[src/rtl/rtcs_pkg.sv]
// Behaviour
// - control/status register is 16 bits, cleared to zero only by power-on reset
// - writes need a full word with key in upper byte; byte writes ignored
// - bits 15..8 and undefined bits read zero; software writes the key to 15..8
// - compare-match flag, bit 7, sets when interval counter equals constant
// - compare-match flag clears on auto refresh done after zero written
// - writing one to the compare-match flag leaves it unchanged
// - bit 6 gates the compare-match interrupt request
// - bits 5..3 select counter clock: stop, or bus clock divided 4..4096
// - overflow flag, bit 2, sets when request count exceeds selected limit
// - overflow flag clears on written zero; written one leaves it unchanged
// - bit 1 gates the overflow interrupt request
// - bit 0 selects count limit: zero gives 1024, one gives 512
// - 8-bit interval counter counts up, on match sets flag and clears
// - 10-bit request counter increments per match, clears on overflow
// - flag setting with refresh enabled and auto mode starts a refresh
package rtcs_pkg;

  // ----------------------------------------------------------------
  // register map (byte addresses)
  // ----------------------------------------------------------------
  localparam logic [7:0] OFF_CSR = 8'h00;
  localparam logic [7:0] OFF_ICNT = 8'h04;
  localparam logic [7:0] OFF_ICONST = 8'h08;
  localparam logic [7:0] OFF_RCNT = 8'h0c;
  localparam logic [7:0] OFF_IRQ_STATUS = 8'h10;
  localparam logic [7:0] OFF_IRQ_MASK = 8'h14;

  // ----------------------------------------------------------------
  // write keys
  // ----------------------------------------------------------------
  localparam logic [7:0] WR_KEY = 8'ha5;
  localparam logic [5:0] WR_KEY_RCNT = 6'h29;

  // ----------------------------------------------------------------
  // control/status fields
  // ----------------------------------------------------------------
  localparam int CMF_BIT = 7;
  localparam int COMPARE_MATCH_IRQ_ENABLE_BIT = 6;
  localparam int CKS_MSB = 5;
  localparam int CKS_LSB = 3;
  localparam int OVF_BIT = 2;
  localparam int REFRESH_OVERFLOW_IRQ_ENABLE_BIT = 1;
  localparam int REFRESH_LIMIT_SELECT_BIT = 0;
  localparam logic [15:0] CSR_RESET = 16'h0000;

  // ----------------------------------------------------------------
  // counters and limits
  // ----------------------------------------------------------------
  localparam int ICNT_W = 8;
  localparam int RCNT_W = 10;
  localparam logic [10:0] LIMIT_LONG = 11'h400;
  localparam logic [10:0] LIMIT_SHORT = 11'h200;
  localparam int PRESCALE_W = 12;

  // ----------------------------------------------------------------
  // interrupt status/mask bits
  // ----------------------------------------------------------------
  localparam int IRQ_CM = 0;
  localparam int IRQ_OV = 1;
  localparam int IRQ_W = 2;

  typedef enum logic [2:0] {
    CKS_STOP = 3'h0,
    CKS_DIV4 = 3'h1,
    CKS_DIV16 = 3'h2,
    CKS_DIV64 = 3'h3,
    CKS_DIV256 = 3'h4,
    CKS_DIV1024 = 3'h5,
    CKS_DIV2048 = 3'h6,
    CKS_DIV4096 = 3'h7
  } rtcs_cks_t;

  // log2 of the division ratio; zero for the stopped setting
  function automatic logic [3:0] div_log2(input rtcs_cks_t sel);
    logic [3:0] r;
    r = 4'h0;
    unique case (sel)
      CKS_STOP: r = 4'h0;
      CKS_DIV4: r = 4'h2;
      CKS_DIV16: r = 4'h4;
      CKS_DIV64: r = 4'h6;
      CKS_DIV256: r = 4'h8;
      CKS_DIV1024: r = 4'ha;
      CKS_DIV2048: r = 4'hb;
      CKS_DIV4096: r = 4'hc;
    endcase
    return r;
  endfunction

endpackage

[src/rtl/rtcs_top.sv]
// The implementer's own choices: the APB interface to the registers and the address map.
`timescale 1ns/1ps
module rtcs_top (
  input wire logic pclk,
  input wire logic presetn,
  input wire logic psel,
  input wire logic penable,
  input wire logic pwrite,
  input wire logic [7:0] paddr,
  input wire logic [31:0] pwdata,
  input wire logic [3:0] pstrb,
  output logic [31:0] prdata,
  output logic pready,
  output logic pslverr,
  input wire logic refresh_enable,
  input wire logic refresh_mode_select,
  input wire logic refresh_done,
  output logic refresh_req,
  output logic cmi_req,
  output logic ovi_req,
  output logic irq
);

  // ----------------------------------------------------------------
  // state
  // ----------------------------------------------------------------
  logic cmf_q;
  logic cmf_d;
  logic compare_match_irq_enable_q;
  logic [2:0] cks_q;
  logic ovf_q;
  logic ovf_d;
  logic refresh_overflow_irq_enable_q;
  logic refresh_limit_select_q;
  logic cmf_arm_q;
  logic cmf_arm_d;
  logic [rtcs_pkg::ICNT_W-1:0] icnt_q;
  logic [rtcs_pkg::ICNT_W-1:0] icnt_d;
  logic [rtcs_pkg::ICNT_W-1:0] iconst_q;
  logic [rtcs_pkg::RCNT_W-1:0] rcnt_q;
  logic [rtcs_pkg::RCNT_W-1:0] rcnt_d;
  logic [rtcs_pkg::IRQ_W-1:0] irq_status_q;
  logic [rtcs_pkg::IRQ_W-1:0] irq_mask_q;
  logic refresh_req_q;
  logic [31:0] prdata_q;
  logic pslverr_q;

  // ----------------------------------------------------------------
  // bus decode
  // ----------------------------------------------------------------
  logic setup_ph;
  logic wr_acc;
  logic word_wr;
  logic key_ok;
  logic key_rcnt_ok;
  logic sel_csr;
  logic sel_icnt;
  logic sel_iconst;
  logic sel_rcnt;
  logic sel_ist;
  logic sel_imask;
  logic mapped;
  logic wr_csr;
  logic wr_icnt;
  logic wr_iconst;
  logic wr_rcnt;
  logic wr_ist;
  logic wr_imask;
  logic [15:0] csr_rd;
  logic [31:0] rd_mux;

  assign setup_ph = psel && !penable;
  assign wr_acc = psel && penable && pwrite;
  // only a write carrying both low byte lanes counts as a word write
  assign word_wr = (pstrb[1:0] == 2'b11);
  assign key_ok = (pwdata[15:8] == rtcs_pkg::WR_KEY);
  assign key_rcnt_ok = (pwdata[15:10] == rtcs_pkg::WR_KEY_RCNT);

  assign sel_csr = (paddr == rtcs_pkg::OFF_CSR);
  assign sel_icnt = (paddr == rtcs_pkg::OFF_ICNT);
  assign sel_iconst = (paddr == rtcs_pkg::OFF_ICONST);
  assign sel_rcnt = (paddr == rtcs_pkg::OFF_RCNT);
  assign sel_ist = (paddr == rtcs_pkg::OFF_IRQ_STATUS);
  assign sel_imask = (paddr == rtcs_pkg::OFF_IRQ_MASK);
  assign mapped = sel_csr || sel_icnt || sel_iconst || sel_rcnt || sel_ist || sel_imask;

  // a wrong key or a byte write to a keyed register falls through with no effect at all; status and mask take a lane 0 write
  assign wr_csr = wr_acc && sel_csr && word_wr && key_ok;
  assign wr_icnt = wr_acc && sel_icnt && word_wr && key_ok;
  assign wr_iconst = wr_acc && sel_iconst && word_wr && key_ok;
  assign wr_rcnt = wr_acc && sel_rcnt && word_wr && key_rcnt_ok;
  assign wr_ist = wr_acc && sel_ist && pstrb[0];
  assign wr_imask = wr_acc && sel_imask && pstrb[0];

  // ----------------------------------------------------------------
  // count clock and interval counter
  // ----------------------------------------------------------------
  logic tick;
  logic match_ev;

  rtcs_prescaler #(
    .W(rtcs_pkg::PRESCALE_W)
  ) u_prescaler (
    .pclk(pclk),
    .presetn(presetn),
    .sel(cks_q),
    .tick(tick)
  );

  // compare happens on each count tick, so a stopped clock never matches
  assign match_ev = tick && (icnt_q == iconst_q);

  always_comb begin
    icnt_d = icnt_q;
    if (wr_icnt) begin
      icnt_d = pwdata[rtcs_pkg::ICNT_W-1:0];
    end else if (match_ev) begin
      icnt_d = '0;
    end else if (tick) begin
      icnt_d = icnt_q + rtcs_pkg::ICNT_W'(1);
    end
  end

  // ----------------------------------------------------------------
  // refresh request counter and overflow
  // ----------------------------------------------------------------
  logic [10:0] limit;
  logic [10:0] rcnt_inc;
  logic ovf_ev;

  assign limit = refresh_limit_select_q ? rtcs_pkg::LIMIT_SHORT : rtcs_pkg::LIMIT_LONG;
  assign rcnt_inc = {1'b0, rcnt_q} + 11'h001;
  // the count would pass the last value below the limit
  assign ovf_ev = match_ev && (rcnt_inc >= limit);

  always_comb begin
    rcnt_d = rcnt_q;
    if (wr_rcnt) begin
      rcnt_d = pwdata[rtcs_pkg::RCNT_W-1:0];
    end else if (ovf_ev) begin
      rcnt_d = '0;
    end else if (match_ev) begin
      rcnt_d = rcnt_inc[rtcs_pkg::RCNT_W-1:0];
    end
  end

  // ----------------------------------------------------------------
  // flags
  // ----------------------------------------------------------------
  logic auto_refresh;
  logic cmf_wr0;
  logic cmf_clr;

  assign auto_refresh = refresh_enable && !refresh_mode_select;
  assign cmf_wr0 = wr_csr && !pwdata[rtcs_pkg::CMF_BIT];
  // clearing waits for the refresh that follows the written zero
  assign cmf_clr = cmf_arm_q && refresh_done && auto_refresh;

  always_comb begin
    cmf_d = cmf_q;
    cmf_arm_d = cmf_arm_q;
    if (cmf_wr0) begin
      cmf_arm_d = 1'b1;
    end
    if (cmf_clr) begin
      cmf_d = 1'b0;
      cmf_arm_d = 1'b0;
    end
    // a match in the clearing cycle still sets the flag; writing one is no-op
    if (match_ev) begin
      cmf_d = 1'b1;
    end
  end

  always_comb begin
    ovf_d = ovf_q;
    if (wr_csr && !pwdata[rtcs_pkg::OVF_BIT]) begin
      ovf_d = 1'b0;
    end
    if (ovf_ev) begin
      ovf_d = 1'b1;
    end
  end

  // ----------------------------------------------------------------
  // control/status register
  // ----------------------------------------------------------------
  // power-on reset only: no manual-reset or standby input reaches these
  always_ff @(posedge pclk or negedge presetn) begin
    if (!presetn) begin
      cmf_q <= rtcs_pkg::CSR_RESET[rtcs_pkg::CMF_BIT];
      compare_match_irq_enable_q <= rtcs_pkg::CSR_RESET[rtcs_pkg::COMPARE_MATCH_IRQ_ENABLE_BIT];
      cks_q <= rtcs_pkg::CSR_RESET[rtcs_pkg::CKS_MSB:rtcs_pkg::CKS_LSB];
      ovf_q <= rtcs_pkg::CSR_RESET[rtcs_pkg::OVF_BIT];
      refresh_overflow_irq_enable_q <= rtcs_pkg::CSR_RESET[rtcs_pkg::REFRESH_OVERFLOW_IRQ_ENABLE_BIT];
      refresh_limit_select_q <= rtcs_pkg::CSR_RESET[rtcs_pkg::REFRESH_LIMIT_SELECT_BIT];
      cmf_arm_q <= 1'b0;
    end else begin
      cmf_q <= cmf_d;
      ovf_q <= ovf_d;
      cmf_arm_q <= cmf_arm_d;
      if (wr_csr) begin
        compare_match_irq_enable_q <= pwdata[rtcs_pkg::COMPARE_MATCH_IRQ_ENABLE_BIT];
        cks_q <= pwdata[rtcs_pkg::CKS_MSB:rtcs_pkg::CKS_LSB];
        refresh_overflow_irq_enable_q <= pwdata[rtcs_pkg::REFRESH_OVERFLOW_IRQ_ENABLE_BIT];
        refresh_limit_select_q <= pwdata[rtcs_pkg::REFRESH_LIMIT_SELECT_BIT];
      end
    end
  end

  // ----------------------------------------------------------------
  // counters, constant, interrupt registers
  // ----------------------------------------------------------------
  logic [rtcs_pkg::IRQ_W-1:0] irq_set;
  logic [rtcs_pkg::IRQ_W-1:0] irq_w1c;

  assign irq_set = {ovf_ev, match_ev};
  assign irq_w1c = wr_ist ? pwdata[rtcs_pkg::IRQ_W-1:0] : '0;

  always_ff @(posedge pclk or negedge presetn) begin
    if (!presetn) begin
      icnt_q <= '0;
      iconst_q <= '0;
      rcnt_q <= '0;
      irq_status_q <= '0;
      irq_mask_q <= '0;
    end else begin
      icnt_q <= icnt_d;
      rcnt_q <= rcnt_d;
      if (wr_iconst) begin
        iconst_q <= pwdata[rtcs_pkg::ICNT_W-1:0];
      end
      // a new event beats a same-cycle clear
      irq_status_q <= (irq_status_q & ~irq_w1c) | irq_set;
      if (wr_imask) begin
        irq_mask_q <= pwdata[rtcs_pkg::IRQ_W-1:0];
      end
    end
  end

  // ----------------------------------------------------------------
  // refresh start and interrupt requests
  // ----------------------------------------------------------------
  always_ff @(posedge pclk or negedge presetn) begin
    if (!presetn) begin
      refresh_req_q <= 1'b0;
    end else begin
      refresh_req_q <= match_ev && auto_refresh;
    end
  end

  assign refresh_req = refresh_req_q;
  // cmi_req and ovi_req follow the flags, irq the status register gated by mask and enable bits; software avoids compare_match_irq_enable with auto refresh
  assign cmi_req = cmf_q && compare_match_irq_enable_q;
  assign ovi_req = ovf_q && refresh_overflow_irq_enable_q;
  assign irq = |(irq_status_q & irq_mask_q & {refresh_overflow_irq_enable_q, compare_match_irq_enable_q});

  // ----------------------------------------------------------------
  // read path
  // ----------------------------------------------------------------
  // upper byte is hard zero whatever was written
  assign csr_rd = {8'h00, cmf_q, compare_match_irq_enable_q, cks_q, ovf_q, refresh_overflow_irq_enable_q, refresh_limit_select_q};

  assign rd_mux = sel_csr ? {16'h0000, csr_rd} :
                  sel_icnt ? {24'h000000, icnt_q} :
                  sel_iconst ? {24'h000000, iconst_q} :
                  sel_rcnt ? {22'h0, rcnt_q} :
                  sel_ist ? {30'h0, irq_status_q} :
                  sel_imask ? {30'h0, irq_mask_q} :
                  32'h00000000;

  // read data captured in the setup phase so it is a flop in the access phase
  always_ff @(posedge pclk or negedge presetn) begin
    if (!presetn) begin
      prdata_q <= '0;
      pslverr_q <= 1'b0;
    end else if (setup_ph) begin
      prdata_q <= pwrite ? 32'h00000000 : rd_mux;
      pslverr_q <= !mapped;
    end
  end

  assign prdata = prdata_q;
  assign pslverr = pslverr_q && psel && penable;
  // zero wait states: every access completes in its first access cycle
  assign pready = 1'b1;

endmodule

[src/rtl/rtcs_prescaler.sv]
`timescale 1ns/1ps
module rtcs_prescaler #(
  parameter int W = rtcs_pkg::PRESCALE_W
) (
  input wire logic pclk,
  input wire logic presetn,
  input wire logic [2:0] sel,
  output logic tick
);

  // ----------------------------------------------------------------
  // free-running divider shared by every ratio
  // ----------------------------------------------------------------
  logic [W-1:0] cnt_q;
  logic [W-1:0] mask;
  logic stopped;

  // one pclk-wide tick each time the low log2(ratio) bits roll over
  assign mask = W'((32'h1 << rtcs_pkg::div_log2(rtcs_pkg::rtcs_cks_t'(sel))) - 32'h1);
  assign stopped = (sel == rtcs_pkg::CKS_STOP);
  assign tick = !stopped && ((cnt_q & mask) == mask);

  always_ff @(posedge pclk or negedge presetn) begin
    if (!presetn) begin
      cnt_q <= '0;
    end else begin
      cnt_q <= cnt_q + W'(1);
    end
  end

endmodule

[config.mk]
export PLATFORM = sky130hd
export DESIGN_NAME = rtcs_top
export DESIGN_NICKNAME = d
export VERILOG_FILES = /design/src/rtl/rtcs_pkg.sv /design/src/rtl/rtcs_top.sv /design/src/rtl/rtcs_prescaler.sv
export SDC_FILE = /design/constraint.sdc
export NUM_CORES = 1
export LEC_CHECK = 0
export BUFFER_PORTS_ARGS = -buffer_cell sky130_fd_sc_hd__buf_2
export CORE_MARGIN = 3
export CORE_UTILIZATION = 30
export DETAILED_ROUTE_END_ITERATION = 12
export PLACE_DENSITY_LB_ADDON = 0.3
export SLEW_MARGIN = 20
export SYNTH_ARGS = -nofsm -noshare
export SYNTH_HDL_FRONTEND = slang
export SYNTH_SLANG_ARGS = --single-unit
[constraint.sdc]
create_clock -name pclk -period 3.6 [get_ports pclk]
set_clock_uncertainty 0.15 [all_clocks]
set_input_delay 0.54 -clock pclk [delete_from_list [all_inputs] [get_ports pclk]]
set_output_delay 0.54 -clock pclk [all_outputs]
set_load 0.02 [all_outputs]
==> results by group, run 1 <==
Worst setup path
  • Critical path capture point type: flip-flop
  • R2r startpoint: rcnt_q[1]
  • Startpoint Class: flip-flop
  • Crit-path max FO: 8
  • Crit path DAT: 3.17 ns
  • WS Path Type: flip-flop to flip-flop
  • R2R depth: 9
  • Reg2Reg Setup Slack: 0.53 ns
  • Required time of the critical path: 3.70 ns
  • Worst R2R End: rcnt_q[0]

Clocking
  • Post-CTS Hold Buffers: 0
  • Clock sink count: 63
  • Clock Latency Late Sink: 0.33 ns
  • Setup bufs post-CTS: 0
  • H-tree levels: 3
  • CTS tree: done
  • Clock Path Buffers: 2
  • CTS buffer count: 9
  • CTS Root Cell: clkbuf_16
  • Clk pin slew, worst setup/hold paths: 0.06 ns
  • Post_cts resized: 0

Floorplan
  • Die height: 121.3 um
  • Die ar.: 14720 sq um
  • I/O pin total: 90
  • Core area: 12820 sq um
  • Starting Density: 31.12%
  • Row count: 41
  • Die width: 121.3 um

Global route
  • Global-route wire length before repair: 16.65 mm
  • Gr usage total: 14.53%
  • GRT overflow: 0
  • Vias in the first global route: 3154
  • Initial antenna violation count: 2
  • Pin count of the biggest net entering global routing: 39

Power and ir drop
  • Pint: 1.259 mW
  • Psw: 0.3882 mW
  • Switching share of power: 23.57%
  • Leakage: 2.190 nW
  • Max VDD drop: 0.2171 mV
  • Clock power frac: 50.9%
  • Power density over the cells: 357.2 nW/um^2
  • Seq pwr share: 43.2%
  • Final Power: 1.647 mW
  • Gate power share: 5.9%

Flow run
  • Max Cap Viol: 0

Routing
  • WL/cell: 16.30 um
  • Post-Route WL: 10.37 mm
  • Via Count: 3224
  • Via density: 5.069
  • DR iter-0 viols: 278
  • Post-DRT Antenna Nets: 0
  • DR pass1 iterations: 4
  • DRC: 0

Synth
  • Commonest register cell after synthesis: dfrtp_1
  • Ys Warns: 0
  • Synth async-reset ratio: 100.0%
  • Number of synthesized flops with an enable pin: 0
  • Area leader, netlist: dfrtp_1
  • Seq cells post-synth: 63
  • Synth unique cells: 58
  • Top-count cell post-synth: dfrtp_1
  • Synth cell count leaders: 63 x dfrtp_1, 35 x nor2_1, 26 x nand2_1
  • Syn_area_per_cell: 9.618 sq um
  • Leading post-synthesis cells by cell area: dfrtp_1 39%, buf_4 4.5%, mux4_2 4.5%
  • Netlist Area Pre-Place: 3991 sq um
  • Top cell type's share of synthesized area: 39.50%
  • Sequential share of the synthesized area: 39.50%
  • Mapped Cells: 415

Timing
  • Crit share post-route: 85.31%
  • Slew @ Worst Pin: 0.7650 ns
  • Max Transition Viols Final: 0
  • Final hold vios: 0
  • RSZ-0062 raised after global routing: no
  • Relative slew slack: 48.85%
  • Upper clock frequency limit: 0.3256 GHz
  • Final setup violation count: 0
  • Final Critical Period: 3.071 ns
  • Setup TNS: 0 ns

Cells and area
  • Filler cell count: 1307
  • Design area: 4611 sq um
  • Area growth syn-to-layout: 15.52%
  • Share of layout cells above drive strength 1: 21.98%
  • Post-route insts no fill: 636
  • # nets final: 521
  • Antenna fix cells: 0

Placement
  • Port Buf Inserts: 48
  • Dpl cells: 620
  • Placed Area: 4315 sq um
  • RePlAce Congestion: 0.8248
  • DP HPWL: 7.697 mm

Status
  • Status: finished, final reports clean

Worst hold path
  • Hold Path Class: input port to asynchronous set/reset pin
-- worst max path at each step --
stage,cells past startpoint,start,to,slack [ns]
finish,9,rcnt_q[1],rcnt_q[0],0.53
CTS,9,cks_q[2],rcnt_q[8],0.54
global route,9,cks_q[2],rcnt_q[8],0.31
floorplan,9,rcnt_q[0],rcnt_q[0],0.98
global placement,9,rcnt_q[1],rcnt_q[0],0.62
detailed placement,9,cks_q[2],rcnt_q[8],0.54
-- through the flow --
stage	util, %	hold slack, ns	setup WS (ns)
finish	35.95	0.05819	0.5287
global route	35.95	0.1008	0.3126
CTS	35.95	0.07117	0.5377
detailed placement	33.65	0.3132	0.5441
global placement	33.65	0.3096	0.6181
floorplan	-	0.09441	0.9800
-- placed cells by master (no fill, tap or decap), types with 3 or more instances in the layout --
master / Yosys / final
dfrtp_1: 63 / 63
buf_2: 3 / 48
nor2_1: 35 / 35
nand2_1: 26 / 26
conb_1: 2 / 24
nand3_1: 23 / 23
o21ai_0: 18 / 18
inv_1: 17 / 17
a21oi_1: 17 / 17
mux2_2: 14 / 14
nand4_1: 12 / 12
xor2_1: 11 / 11
xnor2_1: 11 / 11
ha_1: 10 / 10
a31oi_1: 9 / 9
clkbuf_16: 0 / 9
mux4_2: 8 / 8
and3_1: 7 / 7
a32o_1: 7 / 7
nor3_1: 6 / 6
and2_1: 6 / 6
mux2i_1: 6 / 6
and4_1: 5 / 5
nand2b_1: 5 / 5
buf_4: 24 / 5
nor4_1: 4 / 4
a211oi_1: 3 / 3
or3_1: 3 / 3
nand3b_1: 3 / 3
a22oi_1: 3 / 3
clkbuf_8: 0 / 3
-- flip-flops by register name, summed over array words and instances, names as in the netlist, 2 cells and up --
| register | flops |
|---|---|
| cks_q | 3 |
| icnt_q | 8 |
| iconst_q | 8 |
| irq_mask_q | 2 |
| irq_status_q | 2 |
| prdata | 10 |
| rcnt_q | 10 |
| u_prescaler.cnt_q | 12 |
-- final cells by class --
type	instances	area [sq um]	area share, %
sequential	63	1577	34.19
clock buffer	12	266.5	5.780
tap	172	215.2	4.668
inverter	17	63.81	1.384
multi-input combinational	315	2182	47.33
timing repair buffer	53	277.8	6.024
clock inverter	4	28.78	0.6242
-- critical path, stage by stage (launching register included) --
cell and delay, ns:
dfrtp_1 0.45, ha_1 0.37, and4_1 0.34, and4_1 0.21, ha_1 0.24, a21o_1 0.25
a31oi_1 0.47, buf_4 0.24, nand3b_1 0.09, a31oi_1 0.19
-- metal layers --
| metal | vias up | routed length [um] | track usage (%) |
|---|---|---|---|
| met5 | - | 21 | 0 |
| met4 | 4 | 174 | 5.252 |
| met3 | 14 | 618 | 3.357 |
| met2 | 89 | 4842 | 23.32 |
| met1 | 1555 | 4711 | 19.14 |
| li1 | 1562 | - | - |
-- cells by family after synthesis --
family / Yosys count / synth area share, %
other: 2 / 0.1882
multiplexers: 28 / 9.969
adder cells (fa/ha/maj): 10 / 3.135
XOR/XNOR: 22 / 4.827
buffers and inverters: 59 / 7.900
flip-flops: 63 / 39.50
AND/OR/NAND/NOR: 151 / 20.63
AO/OA/AOI/OAI: 80 / 13.86
-- power by group through the flow --
stage	Clock [mW]	Sequential, mW	Combinational, mW
floorplan	0	0.724	0.0677
global placement	0	0.724	0.0968
detailed placement	0	0.724	0.0982
CTS	0.859	0.711	0.0984
global route	0.894	0.711	0.108
finish	0.839	0.711	0.0970
(Power assumes the default switching activity.)
==> run 2, diff against run 1 <==
--- a/config.mk
+++ b/config.mk
@@ -10,6 +10,7 @@
 export CORE_UTILIZATION = 30
 export DETAILED_ROUTE_END_ITERATION = 12
 export PLACE_DENSITY_LB_ADDON = 0.3
+export RECOVER_POWER = 25
 export SLEW_MARGIN = 20
 export SYNTH_ARGS = -nofsm -noshare
 export SYNTH_HDL_FRONTEND = slang
==> run 2 against run 1 <==
Net effect: cell count unchanged; sequential power about the same; sequential share of layout area is essentially flat; largest power group unchanged; largest cell class unchanged; clock power about the same.
==> results by group, run 2 (same netlist as run 1, synthesis figures left out) <==
Routing
  • DRC: 0 (unchanged)
  • DR iter-0 viols: 282 (+1.4%)
  • Post-Route WL: 10.40 mm (+0.35%)
  • WL/cell: 16.36 um (+0.35%)
  • Via density: 5.110 (+0.81%)
  • DR pass1 iterations: 4 (unchanged)
  • Via Count: 3250 (+0.81%)
  • Post-DRT Antenna Nets: 0 (unchanged)

Clocking
  • Clk pin slew, worst setup/hold paths: 0.05 ns (about the same)
  • Post-CTS Hold Buffers: 0 (unchanged)
  • Setup bufs post-CTS: 0 (unchanged)
  • CTS buffer count: 9 (unchanged)
  • Clock Latency Late Sink: 0.33 ns (about the same)
  • Clock sink count: 63 (unchanged)
  • Post_cts resized: 0 (unchanged)
  • CTS tree: done
  • CTS Root Cell: clkbuf_16
  • Clock Path Buffers: 2 (unchanged)
  • H-tree levels: 3 (unchanged)

Global route
  • GRT overflow: 0 (unchanged)
  • Pin count of the biggest net entering global routing: 39 (unchanged)
  • Initial antenna violation count: 2 (unchanged)
  • Global-route wire length before repair: 16.65 mm (unchanged)
  • Gr usage total: 14.53% (unchanged)
  • Vias in the first global route: 3154 (unchanged)

Timing
  • Max Transition Viols Final: 0 (unchanged)
  • Min Hold Slack: 0.3213 ns (+0.2631 ns)
  • Upper clock frequency limit: 0.3245 GHz (-0.34%)
  • RSZ-0062 raised after global routing: no
  • Final hold vios: 0 (unchanged)
  • Final Critical Period: 3.082 ns (+0.01045 ns)
  • Slew @ Worst Pin: 1.426 ns (+0.6614 ns)
  • Crit share post-route: 85.60% (+0.29 points)
  • Relative slew slack: 4.908% (-44 points)
  • Setup TNS: 0 ns (unchanged)
  • Final setup violation count: 0 (unchanged)

Power and ir drop
  • Max VDD drop: 0.2174 mV (+0.13%)
  • Power density over the cells: 357.1 nW/um^2 (about the same)
  • Leakage: 2.186 nW (-0.16%)

Worst setup path
  • CP max stage cell: dfrtp_1
  • Buf/Inv on CP: 1 (unchanged)
  • Worst path cell trace: ha_1 -> and4_1 -> and4_1 -> ha_1 -> a21o_1 -> a31oi_1 -> buf_4 -> nand3b_1 -> a31oi_1
  • Max stage delay on crit path: 0.46 ns (about the same)
  • Required time of the critical path: 3.70 ns (about the same)
  • Cell depth of the worst setup path: 9 (unchanged)
  • Worst path top cell family by delay: compound AO/OA/AOI/OAI gates
  • Launch point of the worst path: rcnt_q[1]
  • R2r startpoint: rcnt_q[1]
  • WS Path Type: flip-flop to flip-flop
  • Crit-path max FO: 8 (unchanged)
  • R2R depth: 9 (unchanged)
  • Critical path capture point type: flip-flop
  • Crit path DAT: 3.18 ns (about the same)
  • Startpoint Class: flip-flop

Floorplan
  • I/O pin total: 90 (unchanged)
  • Starting Density: 31.12% (unchanged)
  • Die width: 121.3 um (unchanged)
  • Core area: 12820 sq um (unchanged)
  • Die ar.: 14720 sq um (unchanged)
  • Row count: 41 (unchanged)
  • Die height: 121.3 um (unchanged)

Cells and area
  • Design area: 4607 sq um (about the same)
  • Area growth syn-to-layout: 15.42% (about the same)
  • Largest reg by FF count: u_prescaler.cnt_q
  • Commonest non-fill, non-tap cell in the layout: dfrtp_1
  • Area of the multi-input gates: 2182 sq um (unchanged)
  • Most frequent cells in the layout: 63 x dfrtp_1, 47 x buf_2, 35 x nor2_1, 26 x nand2_1, 24 x conb_1
  • # nets final: 521 (unchanged)
  • Filler cell count: 1309 (+0.15%)
  • Share of layout cells above drive strength 1: 21.77% (-0.22 points)
  • Max reg flops: 12 (unchanged)
  • FF/Latch Area: 1577 sq um (unchanged)
  • Antenna fix cells: 0 (unchanged)

Placement
  • Port Buf Inserts: 48 (unchanged)
  • Placed Area: 4315 sq um (unchanged)
  • DP HPWL: 7.697 mm (unchanged)
  • RePlAce Congestion: 0.8248 (unchanged)

Worst hold path
  • Hold depth: 2
  • Hold Path Class: input port to flip-flop
  • Hold Crit Start: refresh_enable

Flow run
  • Max Cap Viol: 0 (unchanged)

Status
  • Status: finished, final reports clean
-- run 2: per-stage QoR --
step                power (mW)  worst slack [ns]  utilization (%)  instances
floorplan               0.7914            0.9800                -        437
global placement        0.8204            0.6181            33.65        620
detailed placement      0.8218            0.5441            33.65        620
CTS                      1.668            0.5377            35.95        636
global route             1.712            0.3126            35.92        636
finish                   1.645            0.5183            35.92        636
-- run 2: worst paths after layout --
path | endpoint | slack, ns
max in group asynchronous | irq_mask_q[1] | 1.26
setup reg to reg | rcnt_q[0] | 0.52
setup / recovery | rcnt_q[0] | 0.52
min in group asynchronous | u_prescaler.cnt_q[5] | 0.38
hold reg to reg | u_prescaler.cnt_q[11] | 0.32
hold / removal | refresh_req | 0.32
-- run 2: cell type report --
class	instances	share of cell area [%]
Inverter	17	1.385
Clock inverter	4	0.6247
Tap cell	172	4.671
Timing Repair Buffer	53	5.948
Multi-Input combinational cell	315	47.37
Clock buffer	12	5.785
Sequential cell	63	34.22
-- run 2: metal layers --
| layer | vias up | routed length, um | GRT usage [%] | part of all wire, % |
|---|---|---|---|---|
| met5 | - | 21 | 0 | 0.20 |
| met4 | 4 | 176 | 5.252 | 1.7 |
| met3 | 16 | 610 | 3.357 | 5.9 |
| met2 | 97 | 4879 | 23.32 | 47 |
| met1 | 1570 | 4716 | 19.14 | 45 |
| li1 | 1563 | - | - | - |
-- run 2: where the power goes --
part           internal [mW]  switching, mW
Combinational         0.0261         0.0702
Sequential             0.710       0.000828
Clock                  0.522          0.316
